File: src/shared/lpps_pkg.sv
package lpps_pkg;

   // =====================================================================
   // register offsets
   localparam logic [7:0] ADDR_CTRL = 8'h00;
   localparam logic [7:0] ADDR_FAST_BASE = 8'h01;
   localparam logic [7:0] ADDR_SLOW_BASE = 8'h49;
   localparam logic [7:0] ADDR_GREEN = 8'h6E;
   localparam logic [7:0] ADDR_RED = 8'h6F;
   localparam logic [7:0] ADDR_BLUE = 8'h70;
   localparam logic [7:0] ADDR_PHASE = 8'h71;
   localparam logic [7:0] ADDR_RESTORE = 8'h7F;
   localparam logic [7:0] RESTORE_KEY = 8'h00;

   // =====================================================================
   // control and phase register fields
   localparam int CTRL_PWR_BIT = 0;
   localparam int CTRL_RATE_LSB = 1;
   localparam int CTRL_HIRES_BIT = 3;
   localparam int CTRL_SLOW_OFF_BIT = 4;
   localparam int CTRL_RGB_BIT = 5;
   localparam int PH_EN_BIT = 7;
   localparam int PH_RATE_BIT = 6;

   // =====================================================================
   // reset values
   localparam logic [7:0] CTRL_RST = 8'h00;
   localparam logic [7:0] PHASE_RST = 8'h00;
   localparam logic [7:0] SCALE_RST = 8'h00;
   localparam logic [7:0] SLOW_DUTY_RST = 8'h00;
   localparam logic [9:0] FAST_DUTY_RST = 10'h000;

   // =====================================================================
   // counting
   localparam int GROUPS = 6;
   localparam int GROUP_SIZE = 6;
   localparam logic [7:0] SLOW_MAX = 8'hFF;
   localparam logic [9:0] FAST8_MASK = 10'h0FF;
   localparam logic [9:0] FAST10_MASK = 10'h3FF;
   localparam logic [9:0] FAST_STEP_1 = 10'h001;
   localparam logic [9:0] FAST_STEP_2 = 10'h002;
   localparam logic [9:0] FAST_STEP_4 = 10'h004;

   typedef struct packed {
      logic wr;
      logic rd;
      logic [7:0] addr;
      logic [7:0] wdata;
   } lpps_req_t;

   typedef struct packed {
      logic [7:0] green;
      logic [7:0] red;
      logic [7:0] blue;
   } lpps_scale_t;

endpackage : lpps_pkg

File: src/rtl/lpps_core.sv
`timescale 1ns/1ps
// How it works
// - stagger bit 0 disables group stagger, 1 enables it
// - channels split into six groups of six consecutive outputs
// - each group lags the previous one by a sixth of the period
// - rate select picks slow layer (0) or fast layer (1) for stagger
// - alignment bit set: odd outputs start-aligned, even outputs end-aligned
// - alignment bit clear: whole group start-aligned, the default
// - stagger and alignment may act together
// - both off: all outputs switch on together at cycle start
// - writing zero to the restore register resets every register
// - three scale registers for green, red and blue channel groups
// - each scale sets group current in 256 steps
// - slow duty per channel from 0/256 to 255/256
// - fast pwm nested inside each slow unit, 8 or 10 bit duty
// - default 8-bit resolution, slow 256 fast periods
// - rgb mode: each channel triple shares one pwm register
// - slow layer can be disabled leaving only the fast layer
// - rate field picks slow rate in 8-bit mode only; fast layer stays well above audio
// - power-down bit clear turns off all outputs, registers kept
module lpps_core #(
   parameter int CH = 36
) (
   input wire logic clock,
   input wire logic srst,
   input wire lpps_pkg::lpps_req_t req,
   output logic [7:0] rd_data,
   output logic [CH-1:0] led_channel,
   output lpps_pkg::lpps_scale_t current_scale,
   output logic current_enable
);

   if (CH != lpps_pkg::GROUPS * lpps_pkg::GROUP_SIZE)
   begin : bad_ch
      $error("lpps_core: channel count must be six groups of six");
   end

   // =====================================================================
   // register file
   logic [7:0] ctrl_r;
   logic [7:0] phase_r;
   lpps_pkg::lpps_scale_t scale_r;
   logic [7:0] slow_duty_r [CH];
   logic [9:0] fast_duty_r [CH];
   logic [7:0] sh_slow_r [CH];
   logic [9:0] sh_fast_r [CH];
   logic [7:0] rd_data_r;
   logic [7:0] rd_nxt;
   logic [CH-1:0] led_r;
   logic [CH-1:0] on_w;

   wire restore_w = req.wr && req.addr == lpps_pkg::ADDR_RESTORE
                    && req.wdata == lpps_pkg::RESTORE_KEY;
   wire clr_w = srst || restore_w;
   wire wr_ctrl_w = req.wr && req.addr == lpps_pkg::ADDR_CTRL;
   wire wr_phase_w = req.wr && req.addr == lpps_pkg::ADDR_PHASE;
   wire wr_green_w = req.wr && req.addr == lpps_pkg::ADDR_GREEN;
   wire wr_red_w = req.wr && req.addr == lpps_pkg::ADDR_RED;
   wire wr_blue_w = req.wr && req.addr == lpps_pkg::ADDR_BLUE;

   wire pwr_w = ctrl_r[lpps_pkg::CTRL_PWR_BIT];
   wire [1:0] rate_w = ctrl_r[lpps_pkg::CTRL_RATE_LSB +: 2];
   wire hires_w = ctrl_r[lpps_pkg::CTRL_HIRES_BIT];
   wire slow_off_w = ctrl_r[lpps_pkg::CTRL_SLOW_OFF_BIT];
   wire rgb_w = ctrl_r[lpps_pkg::CTRL_RGB_BIT];
   wire stag_w = phase_r[lpps_pkg::PH_EN_BIT];
   wire stag_fast_w = phase_r[lpps_pkg::PH_RATE_BIT];

   always_ff @(posedge clock)
   begin
      if (clr_w)
      begin
         ctrl_r <= lpps_pkg::CTRL_RST;
         phase_r <= lpps_pkg::PHASE_RST;
         scale_r <= {3{lpps_pkg::SCALE_RST}};
      end
      else
      begin
         if (wr_ctrl_w)
            ctrl_r <= req.wdata;
         if (wr_phase_w)
            phase_r <= req.wdata;
         if (wr_green_w)
            scale_r.green <= req.wdata;
         if (wr_red_w)
            scale_r.red <= req.wdata;
         if (wr_blue_w)
            scale_r.blue <= req.wdata;
      end
   end

   // =====================================================================
   // shared counters
   logic [9:0] fast_cnt_r;
   logic [7:0] slow_cnt_r;
   logic [9:0] fast_step_w;

   // 8-bit mode trades fast resolution for a higher slow rate
   wire [9:0] fast_mask_w = hires_w ? lpps_pkg::FAST10_MASK : lpps_pkg::FAST8_MASK;
   assign fast_step_w = hires_w ? lpps_pkg::FAST_STEP_1
                        : rate_w == 2'h0 ? lpps_pkg::FAST_STEP_1
                        : rate_w == 2'h1 ? lpps_pkg::FAST_STEP_2
                        : lpps_pkg::FAST_STEP_4;
   // greater-than also recovers when a mode change leaves the count past the end
   wire fast_last_w = fast_cnt_r > fast_mask_w - fast_step_w;
   wire slow_last_w = fast_last_w && slow_cnt_r == lpps_pkg::SLOW_MAX;
   wire load_w = slow_off_w ? fast_last_w : slow_last_w;

   always_ff @(posedge clock)
   begin
      if (srst)
      begin
         fast_cnt_r <= 10'h000;
         slow_cnt_r <= 8'h00;
      end
      else
      begin
         fast_cnt_r <= fast_last_w ? 10'h000 : fast_cnt_r + fast_step_w;
         if (fast_last_w)
            slow_cnt_r <= slow_cnt_r + 8'h01;
      end
   end

   // =====================================================================
   // per-group phase
   logic [7:0] slow_ph [lpps_pkg::GROUPS];
   logic [9:0] fast_ph [lpps_pkg::GROUPS];

   for (genvar g = 0; g < lpps_pkg::GROUPS; g++)
   begin : grp
      localparam logic [7:0] SOFF = 8'((g * 256) / lpps_pkg::GROUPS);
      localparam logic [9:0] FOFF8 = 10'((g * 256) / lpps_pkg::GROUPS);
      localparam logic [9:0] FOFF10 = 10'((g * 1024) / lpps_pkg::GROUPS);
      wire [9:0] foff_w = hires_w ? FOFF10 : FOFF8;
      assign slow_ph[g] = (stag_w && !stag_fast_w) ? slow_cnt_r - SOFF
                          : slow_cnt_r;
      assign fast_ph[g] = (stag_w && stag_fast_w) ? (fast_cnt_r - foff_w) & fast_mask_w
                          : fast_cnt_r;
   end

   // =====================================================================
   // channels
   for (genvar i = 0; i < CH; i++)
   begin : chn
      localparam int G = i / lpps_pkg::GROUP_SIZE;
      localparam int SRC = (i / 3) * 3;
      localparam logic [7:0] A_LO = 8'(int'(lpps_pkg::ADDR_FAST_BASE) + 2 * i);
      localparam logic [7:0] A_HI = 8'(int'(lpps_pkg::ADDR_FAST_BASE) + 2 * i + 1);
      localparam logic [7:0] A_SL = 8'(int'(lpps_pkg::ADDR_SLOW_BASE) + i);
      localparam bit EVEN_POS = (i % lpps_pkg::GROUP_SIZE) % 2 == 1;

      wire mirror_w = phase_r[G] && EVEN_POS;
      wire [7:0] sd_w = rgb_w ? sh_slow_r[SRC] : sh_slow_r[i];
      wire [9:0] fd_raw_w = rgb_w ? sh_fast_r[SRC] : sh_fast_r[i];
      wire [9:0] fd_w = hires_w ? fd_raw_w : {2'h0, fd_raw_w[7:0]};
      // end alignment mirrors the group phase, so stagger still applies
      wire [7:0] spos_w = mirror_w ? ~slow_ph[G] : slow_ph[G];
      wire [9:0] fpos_w = mirror_w ? fast_mask_w - fast_ph[G] : fast_ph[G];
      assign on_w[i] = pwr_w && (slow_off_w || spos_w < sd_w)
                       && fpos_w < fd_w;

      always_ff @(posedge clock)
      begin
         if (clr_w)
         begin
            slow_duty_r[i] <= lpps_pkg::SLOW_DUTY_RST;
            fast_duty_r[i] <= lpps_pkg::FAST_DUTY_RST;
         end
         else if (req.wr && req.addr == A_SL)
            slow_duty_r[i] <= req.wdata;
         else if (req.wr && req.addr == A_LO)
            fast_duty_r[i][7:0] <= req.wdata;
         else if (req.wr && req.addr == A_HI)
            fast_duty_r[i][9:8] <= req.wdata[1:0];
      end

      // shadows keep a pulse whole when software rewrites mid-cycle
      always_ff @(posedge clock)
      begin
         if (srst)
         begin
            sh_slow_r[i] <= lpps_pkg::SLOW_DUTY_RST;
            sh_fast_r[i] <= lpps_pkg::FAST_DUTY_RST;
         end
         else if (load_w)
         begin
            sh_slow_r[i] <= slow_duty_r[i];
            sh_fast_r[i] <= fast_duty_r[i];
         end
      end
   end

   always_ff @(posedge clock)
   begin
      if (srst)
         led_r <= '0;
      else
         led_r <= on_w;
   end

   // =====================================================================
   // read back
   wire [7:0] fidx_w = (req.addr - lpps_pkg::ADDR_FAST_BASE) >> 1;
   wire [7:0] sidx_w = req.addr - lpps_pkg::ADDR_SLOW_BASE;
   wire in_fast_w = req.addr >= lpps_pkg::ADDR_FAST_BASE
                    && req.addr < lpps_pkg::ADDR_SLOW_BASE;
   wire in_slow_w = req.addr >= lpps_pkg::ADDR_SLOW_BASE
                    && req.addr < lpps_pkg::ADDR_GREEN - 8'h01 + 8'h01
                    && sidx_w < 8'(CH);

   always_comb
   begin
      if (req.addr == lpps_pkg::ADDR_CTRL)
         rd_nxt = ctrl_r;
      else if (in_fast_w)
         rd_nxt = req.addr[0] ? fast_duty_r[fidx_w[5:0]][7:0]
                  : {6'h00, fast_duty_r[fidx_w[5:0]][9:8]};
      else if (in_slow_w)
         rd_nxt = slow_duty_r[sidx_w[5:0]];
      else if (req.addr == lpps_pkg::ADDR_GREEN)
         rd_nxt = scale_r.green;
      else if (req.addr == lpps_pkg::ADDR_RED)
         rd_nxt = scale_r.red;
      else if (req.addr == lpps_pkg::ADDR_BLUE)
         rd_nxt = scale_r.blue;
      else if (req.addr == lpps_pkg::ADDR_PHASE)
         rd_nxt = phase_r;
      else
         rd_nxt = 8'h00;
   end

   always_ff @(posedge clock)
   begin
      if (srst)
         rd_data_r <= 8'h00;
      else if (req.rd)
         rd_data_r <= rd_nxt;
   end

   assign rd_data = rd_data_r;
   assign led_channel = led_r;
   assign current_scale = scale_r;
   assign current_enable = pwr_w;
endmodule : lpps_core

File: config.mk
export PLATFORM = sky130hd
export DESIGN_NAME = lpps_core
export DESIGN_NICKNAME = d
export VERILOG_FILES = /design/src/shared/lpps_pkg.sv /design/src/rtl/lpps_core.sv
export SDC_FILE = /design/constraint.sdc
export NUM_CORES = 2
export LEC_CHECK = 0
export BUFFER_PORTS_ARGS = -buffer_cell sky130_fd_sc_hd__buf_2
export CAP_MARGIN = 15
export CORE_MARGIN = 5
export CORE_UTILIZATION = 45
export DETAILED_ROUTE_END_ITERATION = 10
export PLACE_DENSITY = 0.57
export SYNTH_ARGS = -nofsm -noshare
export SYNTH_HDL_FRONTEND = slang
export SYNTH_SLANG_ARGS = --single-unit
File: constraint.sdc
create_clock -name clock -period 19.65 [get_ports clock]
set_clock_uncertainty 0.2 [all_clocks]
set_input_delay 0 -clock clock [delete_from_list [all_inputs] [get_ports clock]]
set_output_delay 0 -clock clock [all_outputs]
set_load 0.01 [all_outputs]
# Yosys cells after proc, flatten, opt, wreduce, memory -nomap -nowiden
# Memory sizes are Yosys's and may differ from the RTL's.
# Index checks and enable logic that the tools add are counted.
[word_totals]
n_memories = 4
output_inout_bits = 69
mem_bits_ro = 0
elab_cells = 1398
regBits = 102
ram_bits = 1296
latchBits = 0
[memory_table]
columns = ["name", "depth", "word_bits", "rd", "rd_ports_with_merged_regs", "write_ports", "line_no", "source"]
rows = [
  ["fast_duty_r", 36, 10, 37, 0, 36, "lpps_core.sv:44", "logic [9:0] fast_duty_r [CH];"],
  ["sh_fast_r", 36, 10, 36, 0, 36, "lpps_core.sv:46", "logic [9:0] sh_fast_r [CH];"],
  ["sh_slow_r", 36, 8, 36, 0, 36, "lpps_core.sv:45", "logic [7:0] sh_slow_r [CH];"],
  ["slow_duty_r", 36, 8, 37, 0, 36, "lpps_core.sv:43", "logic [7:0] slow_duty_r [CH];"],
]
[op_classes]
reduce_logical = 235
n_lt_le_gt_ge = 78
n_mux = 744
n_addsub = 21
n_mul = 0
n_eq_ne = 115
n_bitwise = 192
div = 0
shift = 0
[op_table]
columns = ["operator", "count"]
rows = [
  ["2-to-1 mux 8 bit", 152],
  ["2-to-1 mux 10 bit", 112],
  ["2-to-1 mux 1 bit", 440],
  ["equality test 8 x 7 -> 1 bit (second input constant)", 50],
  ["less-than comparator 10 bit", 36],
  ["less-than comparator 8 bit", 36],
  ["equality test 8 x 6 -> 1 bit (second input constant)", 32],
  ["logical AND 1 bit", 193],
  ["OR 1 bit", 180],
  ["equality test 8 x 5 -> 1 bit (second input constant)", 16],
  ["subtractor 10 bit", 9],
  ["2-to-1 mux 2 bit", 36],
  ["equality test 8 x 4 -> 1 bit (second input constant)", 8],
  ["bitwise AND 10 bit", 6],
  ["NOT 8 bit", 6],
  ["logical OR 1 bit", 37],
  ["equality test 8 x 3 -> 1 bit (second input constant)", 4],
  ["subtractor 8 bit (second input constant)", 3],
  ["equality test 8 x 2 -> 1 bit (second input constant)", 2],
  ["logical NOT 8 bit", 2],
  ["less-than comparator 8 x 7 -> 1 bit (second input constant)", 2],
  ["subtractor 8 x 7 -> 8 bit (second input constant)", 2],
  ["adder 10 x 3 -> 10 bit", 1],
  ["greater-than comparator 10 bit", 1],
  ["17 further kinds", 19],
]

# Logic depth before layout (Yosys ltp)
[logic_depth]
word_depth = 12
depth_mapped = 21
depth_no_buf = 18

# Least setup slack after synthesis
# Ideal clock, no wire load.
[synth_timing]
path_type = "register to register"
start = "register ctrl_r[3]"
end = "memory sh_fast_r[0][0] (enable)"
stages_incl_launch_ff = 14
synth_period_minus_slack_ns = 16.727
setup_slack_ns = 2.923
arrival_ns = 15.510
required_time_ns = 18.432
path_cell_list = "dfxtp_1 clkbuf_1 buf_1 clkbuf_1 nor2_1 nand2_1 inv_1 ha_1 nor2b_1 o21ai_0 nand2b_1 a221oi_1 a41oi_2 a21o_1"
[synth_lines]
columns = ["item", "line_no", "source"]
rows = [
  ["start, declared", "lpps_core.sv:40", "logic [7:0] ctrl_r;"],
  ["start signal, assigned", "lpps_core.sv:73", "ctrl_r <= lpps_pkg::CTRL_RST;"],
  ["start signal, assigned", "lpps_core.sv:80", "ctrl_r <= req.wdata;"],
  ["end, declared", "lpps_core.sv:46", ""],
]

==> results.md <==
* Number of detailed-route iterations in the first pass at 6
* Clock power frac at 0.430
* CP peak stage delay at 1.11 ns
* Filler instances at approximately 15,000
* Net switching power at between 1.5 and 2 mW
* Power share of the combinational group at 0.081
* Syn Inst Count at roughly 6,500
* Max-cap viol count at 0
* Critical Path, Cell by Cell: ha_1 > nor2b_1 > o21ai_0 > nand2b_1 > a221oi_1 > a41oi_2 > buf_4 > a21o_4 > buf_12 > buf_4 > buf_4
* Area delta synth->final at 11.2%
* Post-DP HPWL at 190 mm
* RSZ-0062 raised after global routing: false
* Number of buffers created by CTS at about 160
* Hold path depth at 4
* Cell Rows at roughly 150
* Reg-to-reg slack, setup at 13.62 ns
* Switch share at 0.245
* Cts-stage hold buffer count at 27
* Seq/Total Area, Yosys at 0.525
* CTS root buf: clkbuf_16
* Number of port buffers at 88
* Mapped cell area at around 0.078 sq mm
* Post-CTS setup buffers at 0
* Full die area at 0.182 sq mm
* Fin. max-slew vios at 0
* CP endpoint kind: register
* Clock Sinks at 1,398
* Layout cell share with drive strength beyond 1 at 0.102
* Starting DRT DRC Count at 5,841
* Die height at 426 um
* Reg2reg end: sh_fast_r[0][1]
* Design Power at about 7 mW
* Cell Pwr Density at roughly 80 mW/mm^2
* Status: finished clean
* Die X at 426 um
* Synth top area share at 0.499
* Initial antenna violation count at 37
* Launching point of the worst reg2reg path: fast_cnt_r[1]
* Hold WC Path Type: primary input to register
* CP Launch Type: register
* Ys Warns at 0
* Area leader, netlist: edfxtp_1
* CTS tree: yes
* Cell mode on critical path: buf_4
* Count leader, synth: edfxtp_1
* Distinct cells, synth at 84
* Fin crit period at between 6 and 7 ns
* Via density at slightly below 6
* Leak at about 33 nW
* Synth top area cells: edfxtp_1 50%, and2_1 10%, ha_1 9.7%
* Rel. slew slack at 0.0580
* GRT Util Overall at 0.282
* Top_reg_cell synth: edfxtp_1
* Post-Syn Nets at between 7,000 and 8,000
* Mean routed wirelength per cell at 28.8 um
* Initial core utilization at 0.453
* Highest Clock Rate at about 0.17 GHz
* Wirelength, routed at 259 mm
* Post-cts sizing count at 0
* DRC Markers at 0
* Worst hold start: req[16]
* Maximum vdd drop at between 0.00009 and 0.0001 V
* Setup TNS at 0 ns
* Hold path endpoint: rd_data[5]
* EDFF count, synth at 1,296
* Routed vias at around 52,000
* GR Overflow Total at 0
* CP Max Fanout at 148
* P_int at 5.32 mW
* Clock transition at path regs at around 0.070 ns
* H-tree levels at 4
* Core footprint at 0.172 sq mm
* Slowest cell on crit path: dfxtp_1
* Tcrit/Tclk final at 0.307
* Placer Congestion at just under 1
* Req. time, crit path at between 15 and 20 ns
* Vias in the first global route at between 50,000 and 60,000
* Final Hold Fails at 0
* Worst-margin pin slew at about 1.4 ns
* Sequential power share at 0.490
* Ys async rst share at 0
* Largest net degree at the start of global routing at 278
* Worst-Skew Late Latency at ~0.80 ns
* Post-synth top cells: 1,296 x edfxtp_1, 1,260 x and2_1, 602 x ha_1
* Path depth of the worst reg2reg path at 11
* # IOs at between 80 and 90
* First-pass GRT wire length at about 370 mm
* NumNets Final at 7,159
* Post-Syn Area per Cell at between 10 and 15 sq um
* # setup viols final at 0
* Worst path arrival time at 6.23 ns
* Setup CP Type: register to register
* CTS Buffer Depth at 3
* Remaining antenna violation count at 0
* FF+latch count, synth at 1,398
routing by layer:
| layer | global-route usage | part of all wire |
|---|---|---|
| met4 | 0.126 | 0.051 |
| met2 | 0.448 | 0.46 |
| met1 | 0.382 | 0.42 |
| met3 | 0.0457 | 0.076 |
| met5 | 0 | 0.00018 |
logic make-up (layout without fill, tap and decap cells):
kind of cell,count (synthesis),in the layout,share of synthesized area
muxes,585,585,0.0998
other,0,8,0
xor gates and xnor gates,172,172,0.0199
buffers and inverters,609,815,0.0317
adders and majority gates,607,607,0.0973
DFF,1398,1398,0.525
AOI/OAI and AO/OA,957,957,0.0746
and+or+nand+nor,2137,2137,0.152
cell usage in the layout, fill, tap and decap left out, types with 22 or more instances in the layout:
cell type	count
edfxtp_1	1296
and2_1	1260
ha_1	601
mux2i_1	427
o21ai_0	367
nor2_1	329
nand2_1	268
inv_1	241
a21oi_1	206
clkbuf_16	163
mux4_2	154
buf_4	147
o21a_1	100
dfxtp_1	99
xnor2_1	89
buf_2	83
xor2_1	72
nor2b_1	66
nand3_1	53
a211oi_1	49
a21o_1	39
nand2b_1	37
clkbuf_1	37
nor3_1	35
clkinv_1	30
clkinv_2	28
dlygate4sd3_1	27
a31oi_1	25
o211ai_1	22
registers in the layout (all words and copies together) (netlist names):
signal         flops
ctrl_r             8
fast_cnt_r        10
led_channel       36
phase_r            8
sh_fast_r        360
sh_slow_r        288
rd_data            8
current_scale     24
slow_duty_r      288
fast_duty_r      360
slow_cnt_r         8
power by group through the flow:
| stage | clock network, mW | registers [mW] | logic (mW) |
|---|---|---|---|
| 5_1_grt | 3.19 | 3.45 | 0.599 |
| 4_1_cts | 3.07 | 3.44 | 0.562 |
| 3_3_place_gp | 0 | 3.50 | 0.549 |
| 2_1_floorplan | 0 | 3.49 | 0.328 |
| 3_5_place_dp | 0 | 3.50 | 0.554 |
| 6_report | 3.02 | 3.44 | 0.569 |
metrics by stage:
step	utilization	instances	worst slack [ns]	hold slack, ns	cell area [sq um]
after floorplan	-	6465	2.92	-0.122	78000
after global placement	0.472	8645	13.46	0.177	81200
after detailed placement	0.472	8647	13.47	0.186	81200
after CTS	0.504	8970	13.46	0.0328	86700
after global routing	0.504	8983	13.20	0.0799	86800
final	0.504	8989	13.62	0.121	86800
layout make-up:
cell class                      instances  area [sq um]  share of cell area
Sequential cell                      1398         41000               0.472
Multi-Input combinational cell       4458         34700               0.400
Clock buffer                          202          4250              0.0489
Tap cell                             2310          2890              0.0333
Timing Repair Buffer                  275          2050              0.0236
Clock inverter                         94           990              0.0114
Inverter                              244           916              0.0106
Antenna cell                            8          20.0            0.000231
worst max path at each step:
stage             startpoint                to  slack [ns]  cells past startpoint
3_3_place_gp   fast_cnt_r[1]  sh_fast_r[2][10]       13.46                     11
6_report       fast_cnt_r[1]   sh_fast_r[0][1]       13.62                     11
2_1_floorplan      ctrl_r[3]   sh_fast_r[0][0]        2.92                     13
5_1_grt        fast_cnt_r[1]   sh_fast_r[1][0]       13.20                     11
4_1_cts        fast_cnt_r[1]   sh_fast_r[0][1]       13.46                     11
3_5_place_dp   fast_cnt_r[1]  sh_fast_r[2][10]       13.47                     11
critical path, delay by kind of cell, from the launching register on:
kind	cells	cell delay [ns]
and+or+nand+nor	2	0.22
DFF	1	1.11
AOI/OAI and AO/OA	4	1.07
buffers and inverters	4	2.54
adders and majority gates	1	0.34
Power figures use the tool's default switching activity.
